[src/rtl/sadc_pkg.sv]
package sadc_pkg;

  // ---------------------------------------------------------------
  // Register offsets on the 8-bit register port
  // ---------------------------------------------------------------
  localparam logic [7:0] ADDR_MISC_OPTION    = 8'h94;
  localparam logic [7:0] ADDR_AUX_INT_FLAGS  = 8'h95;
  localparam logic [7:0] ADDR_RESULT_LOW     = 8'haa;
  localparam logic [7:0] ADDR_RESULT_HIGH    = 8'hab;
  localparam logic [7:0] ADDR_INPUT_CHAN_SEL = 8'hae;
  localparam logic [7:0] ADDR_AUX_CTRL_ONE   = 8'hf8;

  // ---------------------------------------------------------------
  // Reset values and writable-bit masks
  // ---------------------------------------------------------------
  localparam logic [7:0] MISC_OPTION_RST     = 8'h00;
  localparam logic [7:0] AUX_INT_FLAGS_RST   = 8'h00;
  localparam logic [7:0] INPUT_CHAN_SEL_RST  = 8'hf0;
  localparam logic [7:0] AUX_CTRL_ONE_RST    = 8'h0c;
  localparam logic [7:0] RESULT_RST          = 8'h00;
  localparam logic [7:0] MISC_OPTION_WMASK   = 8'hbf;
  localparam logic [7:0] AUX_CTRL_ONE_WMASK  = 8'hfd;

  // ---------------------------------------------------------------
  // Field positions
  // ---------------------------------------------------------------
  localparam int OPT_DIV_SEL_LSB   = 2;
  localparam int FLG_DONE_BIT      = 4;
  localparam int FLG_OTHER_W       = 3;
  localparam int CHS_FIELD_LSB     = 4;
  localparam int CHS_TOP_BIT       = 3;
  localparam int CHS_REF_SEL_BIT   = 2;
  localparam int CHS_BG_LEVEL_LSB  = 0;
  localparam int CTL_FORCE_BG_BIT  = 5;
  localparam int CTL_START_BIT     = 4;
  localparam int RES_LOW_LSB       = 4;

  // ---------------------------------------------------------------
  // Converter clock divider codes and division ratios
  // ---------------------------------------------------------------
  localparam logic [1:0] DIV_BY_32 = 2'b00;
  localparam logic [1:0] DIV_BY_16 = 2'b01;
  localparam logic [1:0] DIV_BY_8  = 2'b10;
  localparam logic [1:0] DIV_BY_4  = 2'b11;
  localparam int DIV_RATIO_32 = 32;
  localparam int DIV_RATIO_16 = 16;
  localparam int DIV_RATIO_8  = 8;
  localparam int DIV_RATIO_4  = 4;

  // ---------------------------------------------------------------
  // Conversion timing in converter clocks
  // ---------------------------------------------------------------
  localparam int CONV_CLOCKS    = 50;
  localparam int CLOCKS_PER_BIT = 2;
  localparam int RESULT_BITS    = 12;
  localparam int SAMPLE_CLOCKS  = CONV_CLOCKS - CLOCKS_PER_BIT * RESULT_BITS;
  localparam logic [4:0] SAMPLE_LAST = 5'(SAMPLE_CLOCKS - 1);
  localparam logic [3:0] RESULT_MSB  = 4'(RESULT_BITS - 1);

  // ---------------------------------------------------------------
  // Channel and bandgap level codes
  // ---------------------------------------------------------------
  localparam logic [4:0] CH_LAST_LOW   = 5'h0b;
  localparam logic [4:0] CH_BANDGAP    = 5'h0c;
  localparam logic [4:0] CH_RSVD_A     = 5'h0d;
  localparam logic [4:0] CH_GROUND     = 5'h0e;
  localparam logic [4:0] CH_QUARTER    = 5'h0f;
  localparam logic [4:0] CH_FIRST_HIGH = 5'h10;
  localparam logic [4:0] CH_LAST_HIGH  = 5'h16;
  localparam logic [4:0] CH_RSVD_B     = 5'h17;
  localparam logic [1:0] BG_LEVEL_LOW  = 2'b00;
  localparam logic [1:0] BG_LEVEL_HIGH = 2'b01;

  // Sequencer phases
  typedef enum logic [1:0] {
    SADC_IDLE,
    SADC_SAMPLE,
    SADC_CONVERT
  } sadc_state_t;

endpackage : sadc_pkg

[src/rtl/sadc_ctrl.sv]
`timescale 1ns/1ps
module sadc_ctrl
  import sadc_pkg::*;
#(
  parameter int DIV_CNT_W = 5
) (
  // System
  input  wire logic        sys_clk,
  input  wire logic        reset_n,
  // Register port
  input  wire logic [7:0]  reg_addr,
  input  wire logic [7:0]  reg_wdata,
  input  wire logic        reg_wr,
  input  wire logic        reg_rd,
  output logic      [7:0]  reg_rdata,
  // Interrupt and shared flags
  input  wire logic        conv_irq_en,
  input  wire logic [2:0]  aux_flag_set,
  output logic             conv_irq,
  // Power mode
  input  wire logic        low_power_mode,
  // Analog front end
  input  wire logic        cmp_in,
  output logic      [4:0]  ana_chan_sel,
  output logic             ana_chan_valid,
  output logic             ana_ref_bandgap,
  output logic             ana_bg_level_hi,
  output logic             ana_bg_level_lo,
  output logic             ana_bg_enable,
  output logic             ana_sample,
  output logic      [11:0] ana_dac_code,
  output logic             conv_clk,
  output logic             busy
);

  // ---------------------------------------------------------------
  // Declarations
  // ---------------------------------------------------------------
  logic [7:0]  opt_r;
  logic [7:0]  opt_nxt;
  logic [7:0]  flg_r;
  logic [7:0]  flg_nxt;
  logic [7:0]  chs_r;
  logic [7:0]  chs_nxt;
  logic [7:0]  ctl_r;
  logic [7:0]  ctl_nxt;
  logic [11:0] res_r;
  logic [11:0] res_nxt;
  logic [7:0]  rdata_r;
  logic [7:0]  rdata_nxt;

  sadc_state_t state_r;
  sadc_state_t state_nxt;
  logic [4:0]  cyc_r;
  logic [4:0]  cyc_nxt;
  logic [3:0]  idx_r;
  logic [3:0]  idx_nxt;
  logic        phase_r;
  logic        phase_nxt;
  logic [11:0] sar_r;
  logic [11:0] sar_nxt;
  logic [11:0] sar_dec;
  logic        conv_finish;

  logic        wr_opt;
  logic        wr_flg;
  logic        wr_chs;
  logic        wr_ctl;
  logic        start_wr;
  logic        conv_tick;
  logic        conv_clk_i;
  logic [4:0]  chan_code;
  logic        use_bandgap;

  logic [4:0]  chan_r;
  logic        chan_ok_r;
  logic        ref_bg_r;
  logic        lvl_hi_r;
  logic        lvl_lo_r;
  logic        bg_en_r;
  logic        sample_r;
  logic        busy_r;
  logic        irq_r;
  logic        chan_ok_nxt;
  logic        bg_en_nxt;

  // ---------------------------------------------------------------
  // Address decode
  // ---------------------------------------------------------------
  // Result registers have no write decode at all
  assign wr_opt   = reg_wr && (reg_addr == ADDR_MISC_OPTION);
  assign wr_flg   = reg_wr && (reg_addr == ADDR_AUX_INT_FLAGS);
  assign wr_chs   = reg_wr && (reg_addr == ADDR_INPUT_CHAN_SEL);
  assign wr_ctl   = reg_wr && (reg_addr == ADDR_AUX_CTRL_ONE);
  assign start_wr = wr_ctl && reg_wdata[CTL_START_BIT];

  // ---------------------------------------------------------------
  // Converter clock divider
  // ---------------------------------------------------------------
  sadc_clkdiv #(
    .CNT_W     (DIV_CNT_W)
  ) u_clkdiv (
    .sys_clk   (sys_clk),
    .reset_n   (reset_n),
    .div_sel   (opt_r[OPT_DIV_SEL_LSB +: 2]),
    .restart   (start_wr),
    .conv_tick (conv_tick),
    .conv_clk  (conv_clk_i)
  );

  // ---------------------------------------------------------------
  // Successive approximation sequencer
  // ---------------------------------------------------------------
  // Trial bit replaced by the comparator decision of this cycle
  always_comb begin
    sar_dec        = sar_r;
    sar_dec[idx_r] = cmp_in;
  end

  // Next state of the sequencer
  always_comb begin
    state_nxt   = state_r;
    cyc_nxt     = cyc_r;
    idx_nxt     = idx_r;
    phase_nxt   = phase_r;
    sar_nxt     = sar_r;
    conv_finish = 1'b0;
    if (wr_ctl) begin
      if (reg_wdata[CTL_START_BIT]) begin
        // A start while busy restarts from sampling
        state_nxt = SADC_SAMPLE;
        cyc_nxt   = '0;
        idx_nxt   = RESULT_MSB;
        phase_nxt = 1'b0;
        sar_nxt   = '0;
      end else begin
        state_nxt = SADC_IDLE;
      end
    end else begin
      unique case (state_r)
        SADC_IDLE: begin
          cyc_nxt = '0;
        end
        SADC_SAMPLE: begin
          if (conv_tick) begin
            if (cyc_r == SAMPLE_LAST) begin
              state_nxt = SADC_CONVERT;
              cyc_nxt   = '0;
            end else begin
              cyc_nxt = cyc_r + 1'b1;
            end
          end
        end
        SADC_CONVERT: begin
          if (conv_tick) begin
            if (!phase_r) begin
              // First clock of a bit puts the trial on the DAC
              sar_nxt[idx_r] = 1'b1;
              phase_nxt      = 1'b1;
            end else begin
              // Second clock keeps or drops it
              sar_nxt   = sar_dec;
              phase_nxt = 1'b0;
              if (idx_r == '0) begin
                state_nxt   = SADC_IDLE;
                conv_finish = 1'b1;
              end else begin
                idx_nxt = idx_r - 1'b1;
              end
            end
          end
        end
      endcase
    end
  end

  // Sequencer registers
  always_ff @(posedge sys_clk) begin
    if (!reset_n) begin
      state_r <= SADC_IDLE;
      cyc_r   <= '0;
      idx_r   <= '0;
      phase_r <= 1'b0;
      sar_r   <= '0;
    end else begin
      state_r <= state_nxt;
      cyc_r   <= cyc_nxt;
      idx_r   <= idx_nxt;
      phase_r <= phase_nxt;
      sar_r   <= sar_nxt;
    end
  end

  // ---------------------------------------------------------------
  // Software registers
  // ---------------------------------------------------------------
  // Writes first, hardware events last so a set beats a clear
  always_comb begin
    opt_nxt = opt_r;
    flg_nxt = flg_r;
    chs_nxt = chs_r;
    ctl_nxt = ctl_r;
    res_nxt = res_r;
    if (wr_opt) begin
      opt_nxt = reg_wdata & MISC_OPTION_WMASK;
    end
    if (wr_chs) begin
      chs_nxt = reg_wdata;
    end
    if (wr_ctl) begin
      ctl_nxt = reg_wdata & AUX_CTRL_ONE_WMASK;
    end
    if (wr_flg) begin
      // Flags clear on a written zero, a written one leaves them
      flg_nxt[FLG_DONE_BIT] = flg_r[FLG_DONE_BIT] & reg_wdata[FLG_DONE_BIT];
      flg_nxt[FLG_OTHER_W-1:0] = flg_r[FLG_OTHER_W-1:0] & reg_wdata[FLG_OTHER_W-1:0];
    end
    if (start_wr) begin
      flg_nxt[FLG_DONE_BIT] = 1'b0;
    end
    flg_nxt[FLG_OTHER_W-1:0] = flg_nxt[FLG_OTHER_W-1:0] | aux_flag_set;
    if (conv_finish) begin
      // Finish cannot coincide with a control write, which wins above
      ctl_nxt[CTL_START_BIT] = 1'b0;
      flg_nxt[FLG_DONE_BIT]  = 1'b1;
      res_nxt                = sar_dec;
    end
  end

  // Register storage
  always_ff @(posedge sys_clk) begin
    if (!reset_n) begin
      opt_r <= MISC_OPTION_RST;
      flg_r <= AUX_INT_FLAGS_RST;
      chs_r <= INPUT_CHAN_SEL_RST;
      ctl_r <= AUX_CTRL_ONE_RST;
      res_r <= {RESULT_RST, RESULT_RST[7:4]};
    end else begin
      opt_r <= opt_nxt;
      flg_r <= flg_nxt;
      chs_r <= chs_nxt;
      ctl_r <= ctl_nxt;
      res_r <= res_nxt;
    end
  end

  // ---------------------------------------------------------------
  // Read port
  // ---------------------------------------------------------------
  // Data stand one cycle after the strobe, zero when idle or unmapped
  always_comb begin
    rdata_nxt = 8'h00;
    if (reg_rd) begin
      unique case (reg_addr)
        ADDR_MISC_OPTION:    rdata_nxt = opt_r;
        ADDR_AUX_INT_FLAGS:  rdata_nxt = flg_r;
        ADDR_RESULT_LOW:     rdata_nxt = {res_r[3:0], 4'h0};
        ADDR_RESULT_HIGH:    rdata_nxt = res_r[11:4];
        ADDR_INPUT_CHAN_SEL: rdata_nxt = chs_r;
        ADDR_AUX_CTRL_ONE:   rdata_nxt = ctl_r;
        default:             rdata_nxt = 8'h00;
      endcase
    end
  end

  always_ff @(posedge sys_clk) begin
    if (!reset_n) begin
      rdata_r <= 8'h00;
    end else begin
      rdata_r <= rdata_nxt;
    end
  end

  // ---------------------------------------------------------------
  // Analog front-end controls
  // ---------------------------------------------------------------
  assign chan_code   = {chs_nxt[CHS_TOP_BIT], chs_nxt[CHS_FIELD_LSB +: 4]};
  assign use_bandgap = chs_nxt[CHS_REF_SEL_BIT] || (chan_code == CH_BANDGAP);

  // Decode computed from next values so outputs track the registers
  always_comb begin
    // Reserved codes and codes past the table leave the mux open
    chan_ok_nxt = (chan_code <= CH_LAST_LOW) || (chan_code == CH_BANDGAP) ||
                  (chan_code == CH_GROUND) || (chan_code == CH_QUARTER) ||
                  ((chan_code >= CH_FIRST_HIGH) && (chan_code <= CH_LAST_HIGH));
    if (ctl_nxt[CTL_FORCE_BG_BIT]) begin
      bg_en_nxt = !low_power_mode;
    end else begin
      // Automatic: only while a conversion needs the bandgap
      bg_en_nxt = (state_nxt != SADC_IDLE) && use_bandgap;
    end
  end

  // Output flops
  always_ff @(posedge sys_clk) begin
    if (!reset_n) begin
      chan_r    <= {INPUT_CHAN_SEL_RST[CHS_TOP_BIT], INPUT_CHAN_SEL_RST[CHS_FIELD_LSB +: 4]};
      chan_ok_r <= 1'b0;
      ref_bg_r  <= 1'b0;
      lvl_hi_r  <= 1'b0;
      lvl_lo_r  <= 1'b0;
      bg_en_r   <= 1'b0;
      sample_r  <= 1'b0;
      busy_r    <= 1'b0;
      irq_r     <= 1'b0;
    end else begin
      chan_r    <= chan_code;
      chan_ok_r <= chan_ok_nxt;
      ref_bg_r  <= chs_nxt[CHS_REF_SEL_BIT];
      lvl_hi_r  <= chs_nxt[CHS_BG_LEVEL_LSB +: 2] == BG_LEVEL_HIGH;
      lvl_lo_r  <= chs_nxt[CHS_BG_LEVEL_LSB +: 2] == BG_LEVEL_LOW;
      bg_en_r   <= bg_en_nxt;
      sample_r  <= state_nxt == SADC_SAMPLE;
      busy_r    <= state_nxt != SADC_IDLE;
      irq_r     <= flg_nxt[FLG_DONE_BIT] && conv_irq_en;
    end
  end

  // ---------------------------------------------------------------
  // Output assignments
  // ---------------------------------------------------------------
  assign reg_rdata       = rdata_r;
  assign conv_irq        = irq_r;
  assign ana_chan_sel    = chan_r;
  assign ana_chan_valid  = chan_ok_r;
  assign ana_ref_bandgap = ref_bg_r;
  assign ana_bg_level_hi = lvl_hi_r;
  assign ana_bg_level_lo = lvl_lo_r;
  assign ana_bg_enable   = bg_en_r;
  assign ana_sample      = sample_r;
  assign ana_dac_code    = sar_r;
  assign conv_clk        = conv_clk_i;
  assign busy            = busy_r;

endmodule : sadc_ctrl

[src/rtl/sadc_clkdiv.sv]
`timescale 1ns/1ps
module sadc_clkdiv
  import sadc_pkg::*;
#(
  parameter int CNT_W = 5
) (
  // System
  input  wire logic             sys_clk,
  input  wire logic             reset_n,
  // Control
  input  wire logic [1:0]       div_sel,
  input  wire logic             restart,
  // Converter clock
  output logic                  conv_tick,
  output logic                  conv_clk
);

  logic [CNT_W-1:0] cnt_r;
  logic [CNT_W-1:0] cnt_nxt;
  logic [CNT_W-1:0] last;
  logic             tick_r;
  logic             tick_nxt;
  logic             clk_r;
  logic             clk_nxt;

  // ---------------------------------------------------------------
  // Divider count
  // ---------------------------------------------------------------
  // Terminal count taken live, so a new setting acts on the next wrap
  always_comb begin
    unique case (div_sel)
      DIV_BY_32: last = CNT_W'(DIV_RATIO_32 - 1);
      DIV_BY_16: last = CNT_W'(DIV_RATIO_16 - 1);
      DIV_BY_8:  last = CNT_W'(DIV_RATIO_8 - 1);
      DIV_BY_4:  last = CNT_W'(DIV_RATIO_4 - 1);
    endcase
    if (restart || cnt_r >= last) begin
      cnt_nxt = '0;
    end else begin
      cnt_nxt = cnt_r + 1'b1;
    end
    // Restart gives a full first period after a start
    tick_nxt = !restart && (cnt_r >= last);
    clk_nxt  = !restart && (cnt_nxt <= (last >> 1));
  end

  // Registers
  always_ff @(posedge sys_clk) begin
    if (!reset_n) begin
      cnt_r  <= '0;
      tick_r <= 1'b0;
      clk_r  <= 1'b0;
    end else begin
      cnt_r  <= cnt_nxt;
      tick_r <= tick_nxt;
      clk_r  <= clk_nxt;
    end
  end

  assign conv_tick = tick_r;
  assign conv_clk  = clk_r;

endmodule : sadc_clkdiv

[config.mk]
export PLATFORM = sky130hd
export DESIGN_NAME = sadc_ctrl
export DESIGN_NICKNAME = d
export VERILOG_FILES = /design/src/rtl/sadc_pkg.sv /design/src/rtl/sadc_ctrl.sv /design/src/rtl/sadc_clkdiv.sv
export SDC_FILE = /design/constraint.sdc
export NUM_CORES = 1
export LEC_CHECK = 0
export ABC_CLOCK_PERIOD_IN_PS = 2300
export BUFFER_PORTS_ARGS = -buffer_cell sky130_fd_sc_hd__buf_2
export CORE_UTILIZATION = 40
export CTS_CLUSTER_DIAMETER = 40
export DETAILED_ROUTE_END_ITERATION = 10
export GPL_TIMING_DRIVEN = 1
export PLACE_DENSITY_LB_ADDON = 0.05
export SLEW_MARGIN = 0
export SYNTH_ARGS = -nofsm -noshare
export SYNTH_HDL_FRONTEND = slang
export SYNTH_HIERARCHICAL = 1
export SYNTH_SLANG_ARGS = --single-unit
[constraint.sdc]
create_clock -name sys_clk -period 2.3 [get_ports sys_clk]
set_input_delay 0.23 -clock sys_clk [delete_from_list [all_inputs] [get_ports sys_clk]]
set_output_delay 0.23 -clock sys_clk [all_outputs]
set_load 0.05 [all_outputs]
==> flow_summary.json, run 1 <==
{
  "vias": 3651,
  "p_sw_mw": 0.6721,
  "fin_crit_ps": 2263,
  "holdBufCountCts": 0,
  "seq_area_mm2": 0.001684,
  "core_mm2": 0.009955,
  "drtIter0Drc": 203,
  "setup_viol": 0,
  "drc": 0,
  "rsz0062_at_grt": "yes",
  "synth_area_leaders": "dfxtp_1 (40%), ha_1 (4.8%), a21oi_1 (4.7%)",
  "multiInputGateArea_mm2": 0.002323,
  "p_comb_share_pct": 6.1,
  "grt.overflow.total": 0,
  "synthCells": 479,
  "endpoint_kind": "flop",
  "synth_area_mm2": 0.004172,
  "async_flop_share_pct": 0,
  "status": "complete, no violations",
  "p_seq_share_pct": 52.3,
  "start_kind": "flop",
  "synth_seq_area_share_pct": 40.31,
  "antenna_left": 0,
  "clk_path_buf_depth": 2,
  "finalSetupTns_ps": 0,
  "worstPathArrival_ps": 2520,
  "total_power_mw": 2.817,
  "grt_pass1_vias": 3477,
  "wirelength_um": 10980,
  "synth_warnings": 6,
  "ys_seq_elements": 84,
  "p_sw_share_pct": 23.86,
  "grt_max_degree": 23,
  "powerDensity_mw_per_mm2": 567.6,
  "maxCapViolCount": 0,
  "period_share_pct": 98.38,
  "clk_pin_slew_worst_paths_ps": 90,
  "yosys.area.top_type_share_pct": 40.31,
  "yosysTopAreaCell": "dfxtp_1",
  "track_usage_pct": 20.78,
  "numCtsBuffers": 9,
  "p_clk_share_pct": 41.7,
  "p_int_mw": 2.145,
  "post-place-ws_ps": -48.88,
  "root_buffer": "clkbuf_8",
  "cts.htree.levels": 3,
  "syn_nets": 521,
  "area_growth_pct": 18.99,
  "synth_cell_types": 64,
  "wl_per_cell_um": 16.12,
  "criticalPathCategory": "flop to flop",
  "io_pins": 60,
  "cts_tree": "done",
  "nets": 585,
  "rows": 36,
  "synthFlopType": "dfxtp_1",
  "io_buffer_count": 59,
  "synth_edf_count": 0,
  "diodes": 0,
  "layout-drive-gt1-share_pct": 25.00,
  "fin_hold_ws_ps": 77.73,
  "finClkSkew_ps": 9.829,
  "crit_required_ps": 2550,
  "drt_pass1_iterations": 7,
  "relSlewSlack_pct": 39.09,
  "maxClockFrequency_ghz": 0.4419,
  "avgSynthCellArea_um2": 8.709,
  "cts.sink_count": 84,
  "antenna_found_initial": 0,
  "die_area_mm2": 0.01084,
  "dp_hpwl_um": 8097,
  "grt_pass1_wl_um": 17830,
  "gp_congestion": 0.8672,
  "vias_per_cell": 5.361,
  "hold_viol": 0,
  "die_h_um": 104.1,
  "max_slew.worst_pin.slew_ps": 899.4,
  "die_x_um": 104.1,
  "hold_path.class": "input port to flop",
  "clkLatencyLatePin_ps": 360,
  "worstPathMaxFanout": 5,
  "initial_core_util_pct": 41.91,
  "nFillCells": 980,
  "maxSlewViolCount": 0,
  "peakVddDrop_v": 0.0002851,
  "fin_ws_ps": 37.27,
  "leakage_nw": 2.085
}
## per-layer routing
metal  vias to the layer above  track usage (%)  share of wire, %
met5                         -                0                 0
met4                         0            5.816               1.2
met3                        13            5.013               4.9
met2                        90            34.10                48
met1                      1709            27.09                46
li1                       1839                -                 -
## metrics by stage
stage / std cells / instance area (um^2) / util [%]
detailed placement: 662 / 4688 / 47.10
global route: 681 / 4964 / 49.86
floorplan: 479 / 4207 / -
finish: 681 / 4964 / 49.86
global placement: 662 / 4688 / 47.10
CTS: 679 / 4937 / 49.60
## power by group through the flow
stage | sequential [mW] | combinational, mW | clock [mW]
2_1_floorplan | 1.52 | 0.0836 | 0
3_3_place_gp | 1.51 | 0.163 | 0
3_5_place_dp | 1.51 | 0.165 | 0
4_1_cts | 1.47 | 0.169 | 1.22
5_1_grt | 1.47 | 0.186 | 1.27
6_report | 1.47 | 0.171 | 1.17
## critical path, cell delays in order (launching register included)
cell     delay, ps
dfxtp_2        350
or2_4          270
ha_4           260
a21oi_4        180
nand2_4         90
nor3_2         180
ha_1           260
and4b_1        180
and3_1         160
o221a_1        230
## synth_stat cells (all sizes together), types with 3 or more instances
library cell,instances
dfxtp,84
nand2,53
nor2,44
a21oi,40
nand3,26
nor3,26
clkbuf,18
mux2i,17
ha,16
inv,16
buf,15
o21ai,13
a211oi,10
and2,8
mux2,8
o211ai,7
a222oi,6
a311oi,5
nand2b,5
xnor2,5
a31oi,4
and3,4
and4b,4
nand3b,4
xor2,4
and4bb,3
nand4b,3
nor3b,3
## layout make-up
cell class | instances | area share [%]
Clock buffer | 9 | 2.496
Clock inverter | 7 | 2.017
Inverter | 17 | 1.286
Multi-Input combinational cell | 345 | 46.81
Sequential cell | 84 | 33.93
Tap cell | 133 | 3.353
Timing Repair Buffer | 86 | 10.11
## worst paths after layout
check	from	to	slack, ps	cells past startpoint
setup / recovery	opt_r[2]$_SDFFE_PN0P_	u_clkdiv/conv_clk$_SDFF_PN0_	40	9
hold / removal	conv_irq_en	conv_irq$_SDFF_PN0_	80	2
setup reg to reg	opt_r[2]$_SDFFE_PN0P_	u_clkdiv/conv_clk$_SDFF_PN0_	40	9
hold reg to reg	opt_r[0]$_SDFFE_PN0P_	opt_r[0]$_SDFFE_PN0P_	460	2
## cell families after synthesis
logic type	synth area share, %
xor gates and xnor gates	1.889
and+or+nand+nor	24.84
muxes	6.329
adders and majority gates	4.799
buffers and inverters	5.489
DFF	40.31
AOI/OAI and AO/OA	16.35
## layout by cell type, fill, tap and decap left out, drive strengths merged, types with 2 or more instances in the layout
| master | netlist | routed |
|---|---|---|
| a211oi | 10 | 10 |
| a21o | 2 | 2 |
| a21oi | 40 | 40 |
| a222oi | 6 | 6 |
| a311oi | 5 | 5 |
| a31oi | 4 | 4 |
| a32oi | 2 | 2 |
| and2 | 8 | 8 |
| and3 | 4 | 4 |
| and4b | 4 | 4 |
| and4bb | 3 | 3 |
| buf | 15 | 86 |
| bufinv | 0 | 2 |
| clkbuf | 18 | 9 |
| clkinv | 1 | 2 |
| clkinvlp | 0 | 3 |
| dfxtp | 84 | 84 |
| ha | 16 | 16 |
| inv | 16 | 17 |
| mux2 | 8 | 8 |
| mux2i | 17 | 17 |
| nand2 | 53 | 53 |
| nand2b | 5 | 5 |
| nand3 | 26 | 26 |
| nand3b | 4 | 4 |
| nand4 | 2 | 2 |
| nand4b | 3 | 3 |
| nand4bb | 2 | 2 |
| nor2 | 44 | 44 |
| nor2b | 2 | 2 |
| nor3 | 26 | 26 |
| nor3b | 3 | 3 |
| o211ai | 7 | 7 |
| o21ai | 13 | 13 |
| o221a | 2 | 2 |
| o311ai | 2 | 2 |
| o31ai | 2 | 2 |
| or2 | 2 | 2 |
| xnor2 | 5 | 5 |
| xor2 | 4 | 4 |
## state kept, by name, indices dropped and copies added, names as in the netlist, 2 cells and up
signal          flops
ana_dac_code       12
chs_r               7
ctl_r               7
cyc_r               5
flg_r               4
idx_r               4
opt_r               7
reg_rdata           8
res_r              12
state_r             2
u_clkdiv/cnt_r      5
## what timing repair did
action / in CTS / in global routing
setup buffers: 1 / 2
gates resized for setup: 5 / 3
endpoints found under the setup margin: 1 / 1
pin swaps: 7 / 11
Note: power is estimated with default switching activity, not from simulation.
==> run 2: changes to the inputs <==
--- a/config.mk
+++ b/config.mk
@@ -7,11 +7,13 @@
 export LEC_CHECK = 0
 export ABC_CLOCK_PERIOD_IN_PS = 2300
 export BUFFER_PORTS_ARGS = -buffer_cell sky130_fd_sc_hd__buf_2
+export CORE_MARGIN = 2
 export CORE_UTILIZATION = 40
 export CTS_CLUSTER_DIAMETER = 40
 export DETAILED_ROUTE_END_ITERATION = 10
 export GPL_TIMING_DRIVEN = 1
 export PLACE_DENSITY_LB_ADDON = 0.05
+export REMOVE_ABC_BUFFERS = 1
 export SLEW_MARGIN = 0
 export SYNTH_ARGS = -nofsm -noshare
 export SYNTH_HDL_FRONTEND = slang
==> run 2 against run 1 <==
Net effect:
- power increased by 0.50%
- critical path depth rose by 1
- clock skew up 2.5 ps
- clock power about the same
- maximum frequency is 0.86% lower
- routed wire length increased by 4.1%
- sequential power barely moved
- critical endpoint unchanged
- largest cell class unchanged
==> flow_summary.json, run 2 (same netlist as run 1, synthesis figures left out) <==
{
  "worstPathMaxFanout": 5,
  "clk_pin_slew_worst_paths_ps": 80,
  "dp_hpwl_um": 8138,
  "vias_per_cell": 5.413,
  "seq_area_mm2": 0.001685,
  "core_mm2": 0.01023,
  "cpMaxStageDelayCell": "dfxtp_4",
  "maxCapViolCount": 0,
  "grt_pass1_wl_um": 18250,
  "io_buffer_count": 59,
  "fin_crit_ps": 2282,
  "p_comb_share_pct": 6.0,
  "leakage_nw": 2.116,
  "maxSlewViolCount": 0,
  "root_buffer": "clkbuf_8",
  "post-route-cell-area_mm2": 0.005011,
  "total_power_mw": 2.831,
  "post-place-ws_ps": -183.6,
  "rrSetupSlack_ps": 20,
  "rows": 37,
  "max_stage_delay_ps": 360,
  "antenna_left": 0,
  "area_growth_pct": 20.13,
  "setup_viol": 0,
  "endpoint_kind": "flop",
  "p_seq_share_pct": 52.0,
  "die_h_um": 106.1,
  "status": "complete, no violations",
  "drc": 0,
  "drt_pass1_iterations": 5,
  "cts_tree": "done",
  "holdBufCountCts": 0,
  "path_cells": "buf_6, ha_4, a21o_1, a21oi_4, nand2_4, nor3_4, ha_1, and4b_1, and3_1, o221a_1",
  "max_slew.worst_pin.slew_ps": 930.6,
  "nFillCells": 1019,
  "wirelength_um": 11430,
  "drtIter0Drc": 193,
  "placed_area_mm2": 0.004684,
  "numCtsBuffers": 9,
  "io_pins": 60,
  "finClkSkew_ps": 12.33,
  "relSlewSlack_pct": 36.98,
  "final_cell_mix": "dfxtp_1 (83), buf_2 (59), nand2_1 (51)",
  "instances_no_fill": 688,
  "cp_top_family": "compound AO/OA/AOI/OAI gates",
  "cts.htree.levels": 3,
  "die_x_um": 106.1,
  "rsz0062_at_grt": "yes",
  "p_sw_mw": 0.6652,
  "track_usage_pct": 20.94,
  "gp_congestion": 0.8472,
  "criticalPathCategory": "flop to flop",
  "clk_path_buf_depth": 2,
  "maxClockFrequency_ghz": 0.4381,
  "worstPathArrival_ps": 2540,
  "grt_pass1_vias": 3436,
  "wl_per_cell_um": 16.61,
  "nets": 589,
  "p_sw_share_pct": 23.50,
  "die_area_mm2": 0.01126,
  "hold_path.class": "input port to flop",
  "grt.overflow.total": 0,
  "p_clk_share_pct": 42.0,
  "start_kind": "flop",
  "multiInputGateArea_mm2": 0.002330,
  "antenna_found_initial": 0,
  "vias": 3724,
  "period_share_pct": 99.23,
  "placed_cells": 667,
  "layout-drive-gt1-share_pct": 25.00,
  "grt_max_degree": 44,
  "critPathBufInv": 1,
  "peakVddDrop_v": 0.0003288,
  "diodes": 0,
  "initial_core_util_pct": 40.77,
  "hold_viol": 0,
  "powerDensity_mw_per_mm2": 565.0,
  "crit_required_ps": 2560,
  "p_int_mw": 2.166,
  "cts.sink_count": 84,
  "finalSetupTns_ps": 0,
  "fin_ws_ps": 17.65,
  "clkLatencyLatePin_ps": 370,
  "final_common_cell": "dfxtp_1"
}
==> run 2: timing repair <==
item	CTS	global route
gates resized for setup	8	5
pin swaps	5	9
setup buffers	3	2
endpoints found under the setup margin	1	1
==> run 2: metrics by stage <==
step / hold WS, ps / utilization (%)
3_3_place_gp: 429.9 / 45.79
6_report: 54.15 / 48.98
5_1_grt: 51.84 / 48.98
4_1_cts: 40.30 / 48.66
3_5_place_dp: 435.3 / 45.79
2_1_floorplan: 301.8 / -
==> run 2: final timing paths <==
check / startpoint / endpoint / cells after the start
worst min register to register: res_r[0]$_SDFFE_PN0P_ / res_r[0]$_SDFFE_PN0P_ / 2
worst min-delay path: conv_irq_en / conv_irq$_SDFF_PN0_ / 2
worst max-delay path: opt_r[3]$_SDFFE_PN0P_ / u_clkdiv/conv_clk$_SDFF_PN0_ / 10
worst max register to register: opt_r[3]$_SDFFE_PN0P_ / u_clkdiv/conv_clk$_SDFF_PN0_ / 10
==> run 2: layout make-up <==
cell class                      instances  share of cell area [%]
Clock buffer                           12                   2.896
Clock inverter                          4                   1.448
Inverter                               17                   1.273
Multi-Input combinational cell        345                   46.49
Sequential cell                        84                   33.63
Tap cell                              136                   3.396
Timing Repair Buffer                   90                   10.86
==> run 2: power groups by stage <==
| stage | Combinational, mW | Sequential, mW | Clock, mW |
|---|---|---|---|
| 2_1_floorplan | 0.0641 | 1.52 | 0 |
| 6_report | 0.171 | 1.47 | 1.19 |
| 5_1_grt | 0.185 | 1.47 | 1.28 |
| 4_1_cts | 0.168 | 1.47 | 1.23 |
| 3_5_place_dp | 0.165 | 1.51 | 0 |
| 3_3_place_gp | 0.163 | 1.51 | 0 |
==> run 2: routing by layer <==
metal	part of all wire [%]	global-route usage, %	vias up
li1	-	-	1852
met1	48	28.80	1731
met3	5.6	3.250	17
met5	0	0	-
met4	1.9	8.929	0
met2	45	32.60	124
==> run 2: worst reg2reg max path, delay by kind of cell (launching register included) <==
kind / cells / cell delay, ps
compound gates: 3 / 620
simple gates: 4 / 610
flops: 1 / 360
buf+inv: 1 / 120
fa+ha+maj: 2 / 470
==> run 3: changes to the inputs <==
--- a/config.mk
+++ b/config.mk
@@ -8,7 +8,7 @@
 export ABC_CLOCK_PERIOD_IN_PS = 2300
 export BUFFER_PORTS_ARGS = -buffer_cell sky130_fd_sc_hd__buf_2
 export CORE_MARGIN = 2
-export CORE_UTILIZATION = 40
+export CORE_UTILIZATION = 35
 export CTS_CLUSTER_DIAMETER = 40
 export DETAILED_ROUTE_END_ITERATION = 10
 export GPL_TIMING_DRIVEN = 1
==> run 3 against run 2 <==
Net effect:
- critical endpoint unchanged
- via count fell by 1.1%
- global-route usage fell by 1.6 points
- register-to-register slack got worse by 40 ps
- count of clock-buffer cells in the layout fell by 1
- clock power rose by 34%
- the run now ends with DRC, setup timing left
- routed wire length rose by 3.5%
- clock skew fell by 7.4 ps
- critical path depth rose by 1
- cell area rose by 2.6%
- power rose by 15%
==> flow_summary.json, run 3 (same netlist as run 1, synthesis figures left out) <==
{
  "path_cells": "buf_6, and2_4, ha_4, a21o_1, a21oi_2, nand2_2, nor3_2, ha_1, and4b_1, and3_4, o221a_1",
  "final_common_cell": "dfxtp_1",
  "nFillCells": 1134,
  "hold_viol": 0,
  "cts.sink_count": 84,
  "max_slew.worst_pin.slew_ps": 988.8,
  "hold_path.class": "input port to flop",
  "status": "finished with violations",
  "layout-drive-gt1-share_pct": 25.99,
  "criticalPathCategory": "flop to flop",
  "clkLatencyLatePin_ps": 350,
  "die_area_mm2": 0.01281,
  "wl_per_cell_um": 16.97,
  "antenna_found_initial": 0,
  "rows": 39,
  "relSlewSlack_pct": 33.04,
  "grt_pass1_vias": 3574,
  "r2r_start": "opt_r[3]$_SDFFE_PN0P_",
  "fin_crit_ps": 2319,
  "numCtsBuffers": 9,
  "clk_path_buf_depth": 2,
  "drtIter0Drc": 207,
  "drc": 6,
  "wirelength_um": 11830,
  "hold_depth": 2,
  "powerDensity_mw_per_mm2": 632.2,
  "critPathBufInv": 1,
  "drt_pass1_iterations": 8,
  "rsz0062_at_grt": "yes",
  "leakage_nw": 2.167,
  "cts_tree": "done",
  "clk_pin_slew_worst_paths_ps": 60,
  "vias_per_cell": 5.284,
  "max_stage_delay_ps": 330,
  "area_growth_pct": 23.28,
  "track_usage_pct": 19.29,
  "grt_pass1_wl_um": 19310,
  "endpoint_kind": "flop",
  "cp.depth": 11,
  "post-place-ws_ps": -117.4,
  "finClkSkew_ps": 4.897,
  "period_share_pct": 100.8,
  "io_pins": 60,
  "fin_hold_ws_ps": 83.31,
  "fin_ws_ps": -19.33,
  "worstPathArrival_ps": 2550,
  "dp_hpwl_um": 8330,
  "antenna_left": 0,
  "placed_cells": 675,
  "start_kind": "flop",
  "nets": 591,
  "maxSlewViolCount": 0,
  "setup_viol": 1,
  "instances_no_fill": 697,
  "root_buffer": "clkbuf_16",
  "worstPathMaxFanout": 4,
  "r2r-end": "u_clkdiv/conv_clk$_SDFF_PN0_",
  "rrSetupSlack_ps": -20,
  "vias": 3683,
  "violations": "DRC, setup timing",
  "cp-startpoint": "opt_r[3]$_SDFFE_PN0P_",
  "die_x_um": 113.2,
  "r2r_cells": 11,
  "total_power_mw": 3.251,
  "grt.overflow.total": 0,
  "diodes": 0,
  "crit_end": "u_clkdiv/conv_clk$_SDFF_PN0_",
  "maxClockFrequency_ghz": 0.4312,
  "io_buffer_count": 59,
  "initial_core_util_pct": 36.22,
  "peakVddDrop_v": 0.0004471,
  "grt_max_degree": 44,
  "cts.htree.levels": 3,
  "cpMaxStageDelayCell": "dfxtp_2",
  "crit_required_ps": 2530,
  "final_cell_mix": "dfxtp_1 (83), buf_2 (59), nand2_1 (51)",
  "gp_congestion": 0.8409,
  "core_mm2": 0.01152,
  "maxCapViolCount": 0,
  "die_h_um": 113.2,
  "cp_top_family": "simple AND/OR/NAND/NOR gates"
}
## run 3: cell count changes in the layout (fill, tap and decap cells not counted), moves of 2 or more
cell       previous run  this run
buf_4                29        31
a21oi_2               0         2
clkbuf_8             10         1
clkbuf_16             0         9
clkinv_4              0         2
## run 3: layout make-up
| type | instances | area [um^2] | area share [%] |
|---|---|---|---|
| clock buffers | 11 | 242.7 | 4.720 |
| clock inverters | 5 | 85.08 | 1.655 |
| inverters | 17 | 63.81 | 1.241 |
| multi-input cells | 345 | 2330 | 45.30 |
| flip-flops and latches | 84 | 1683 | 32.72 |
| well taps | 143 | 178.9 | 3.479 |
| repair buffers | 92 | 559.3 | 10.88 |
## run 3: report_power, final
group / total, mW / leakage (nW) / switching [mW] / internal (mW)
clock: 1.60 / 0.156 / 0.617 / 0.985
sequential: 1.48 / 0.680 / 0.00875 / 1.47
combinational: 0.174 / 1.33 / 0.109 / 0.0651
total: 3.25 / 2.17 / 0.734 / 2.52
## run 3: routing by layer
| metal | part of all wire, % | track usage (%) |
|---|---|---|
| met1 | 46 | 25.59 |
| met2 | 47 | 31.06 |
| met3 | 4.9 | 4.981 |
| met4 | 1.4 | 5.610 |
| met5 | 0 | 0 |
## run 3: per-stage QoR
step           instance area [um^2]  utilization (%)  TNS, ps
2_1_floorplan                  4006                -    -1603
3_3_place_gp                   4701            40.82   -68.12
3_5_place_dp                   4701            40.82   -117.4
4_1_cts                        5102            44.31        0
5_1_grt                        5142            44.65   -145.0
6_report                       5142            44.65   -19.33
## run 3: how the worst min path moves through the flow
| stage | start | to |
|---|---|---|
| floorplan | reset_n | ana_chan_sel[3]$_SDFF_PN1_ |
| global placement | conv_irq_en | conv_irq$_SDFF_PN0_ |
| detailed placement | conv_irq_en | conv_irq$_SDFF_PN0_ |
| CTS | conv_irq_en | conv_irq$_SDFF_PN0_ |
| global route | conv_irq_en | conv_irq$_SDFF_PN0_ |
| finish | conv_irq_en | conv_irq$_SDFF_PN0_ |
## run 3: timing repair
| item | 4_1_cts | 5_1_grt |
|---|---|---|
| pin swaps | 7 | 9 |
| resized for setup | 7 | 5 |
| endpoints found under the setup margin | 1 | 1 |
| hold buffers | 0 | 0 |
| setup buffers | 4 | 2 |
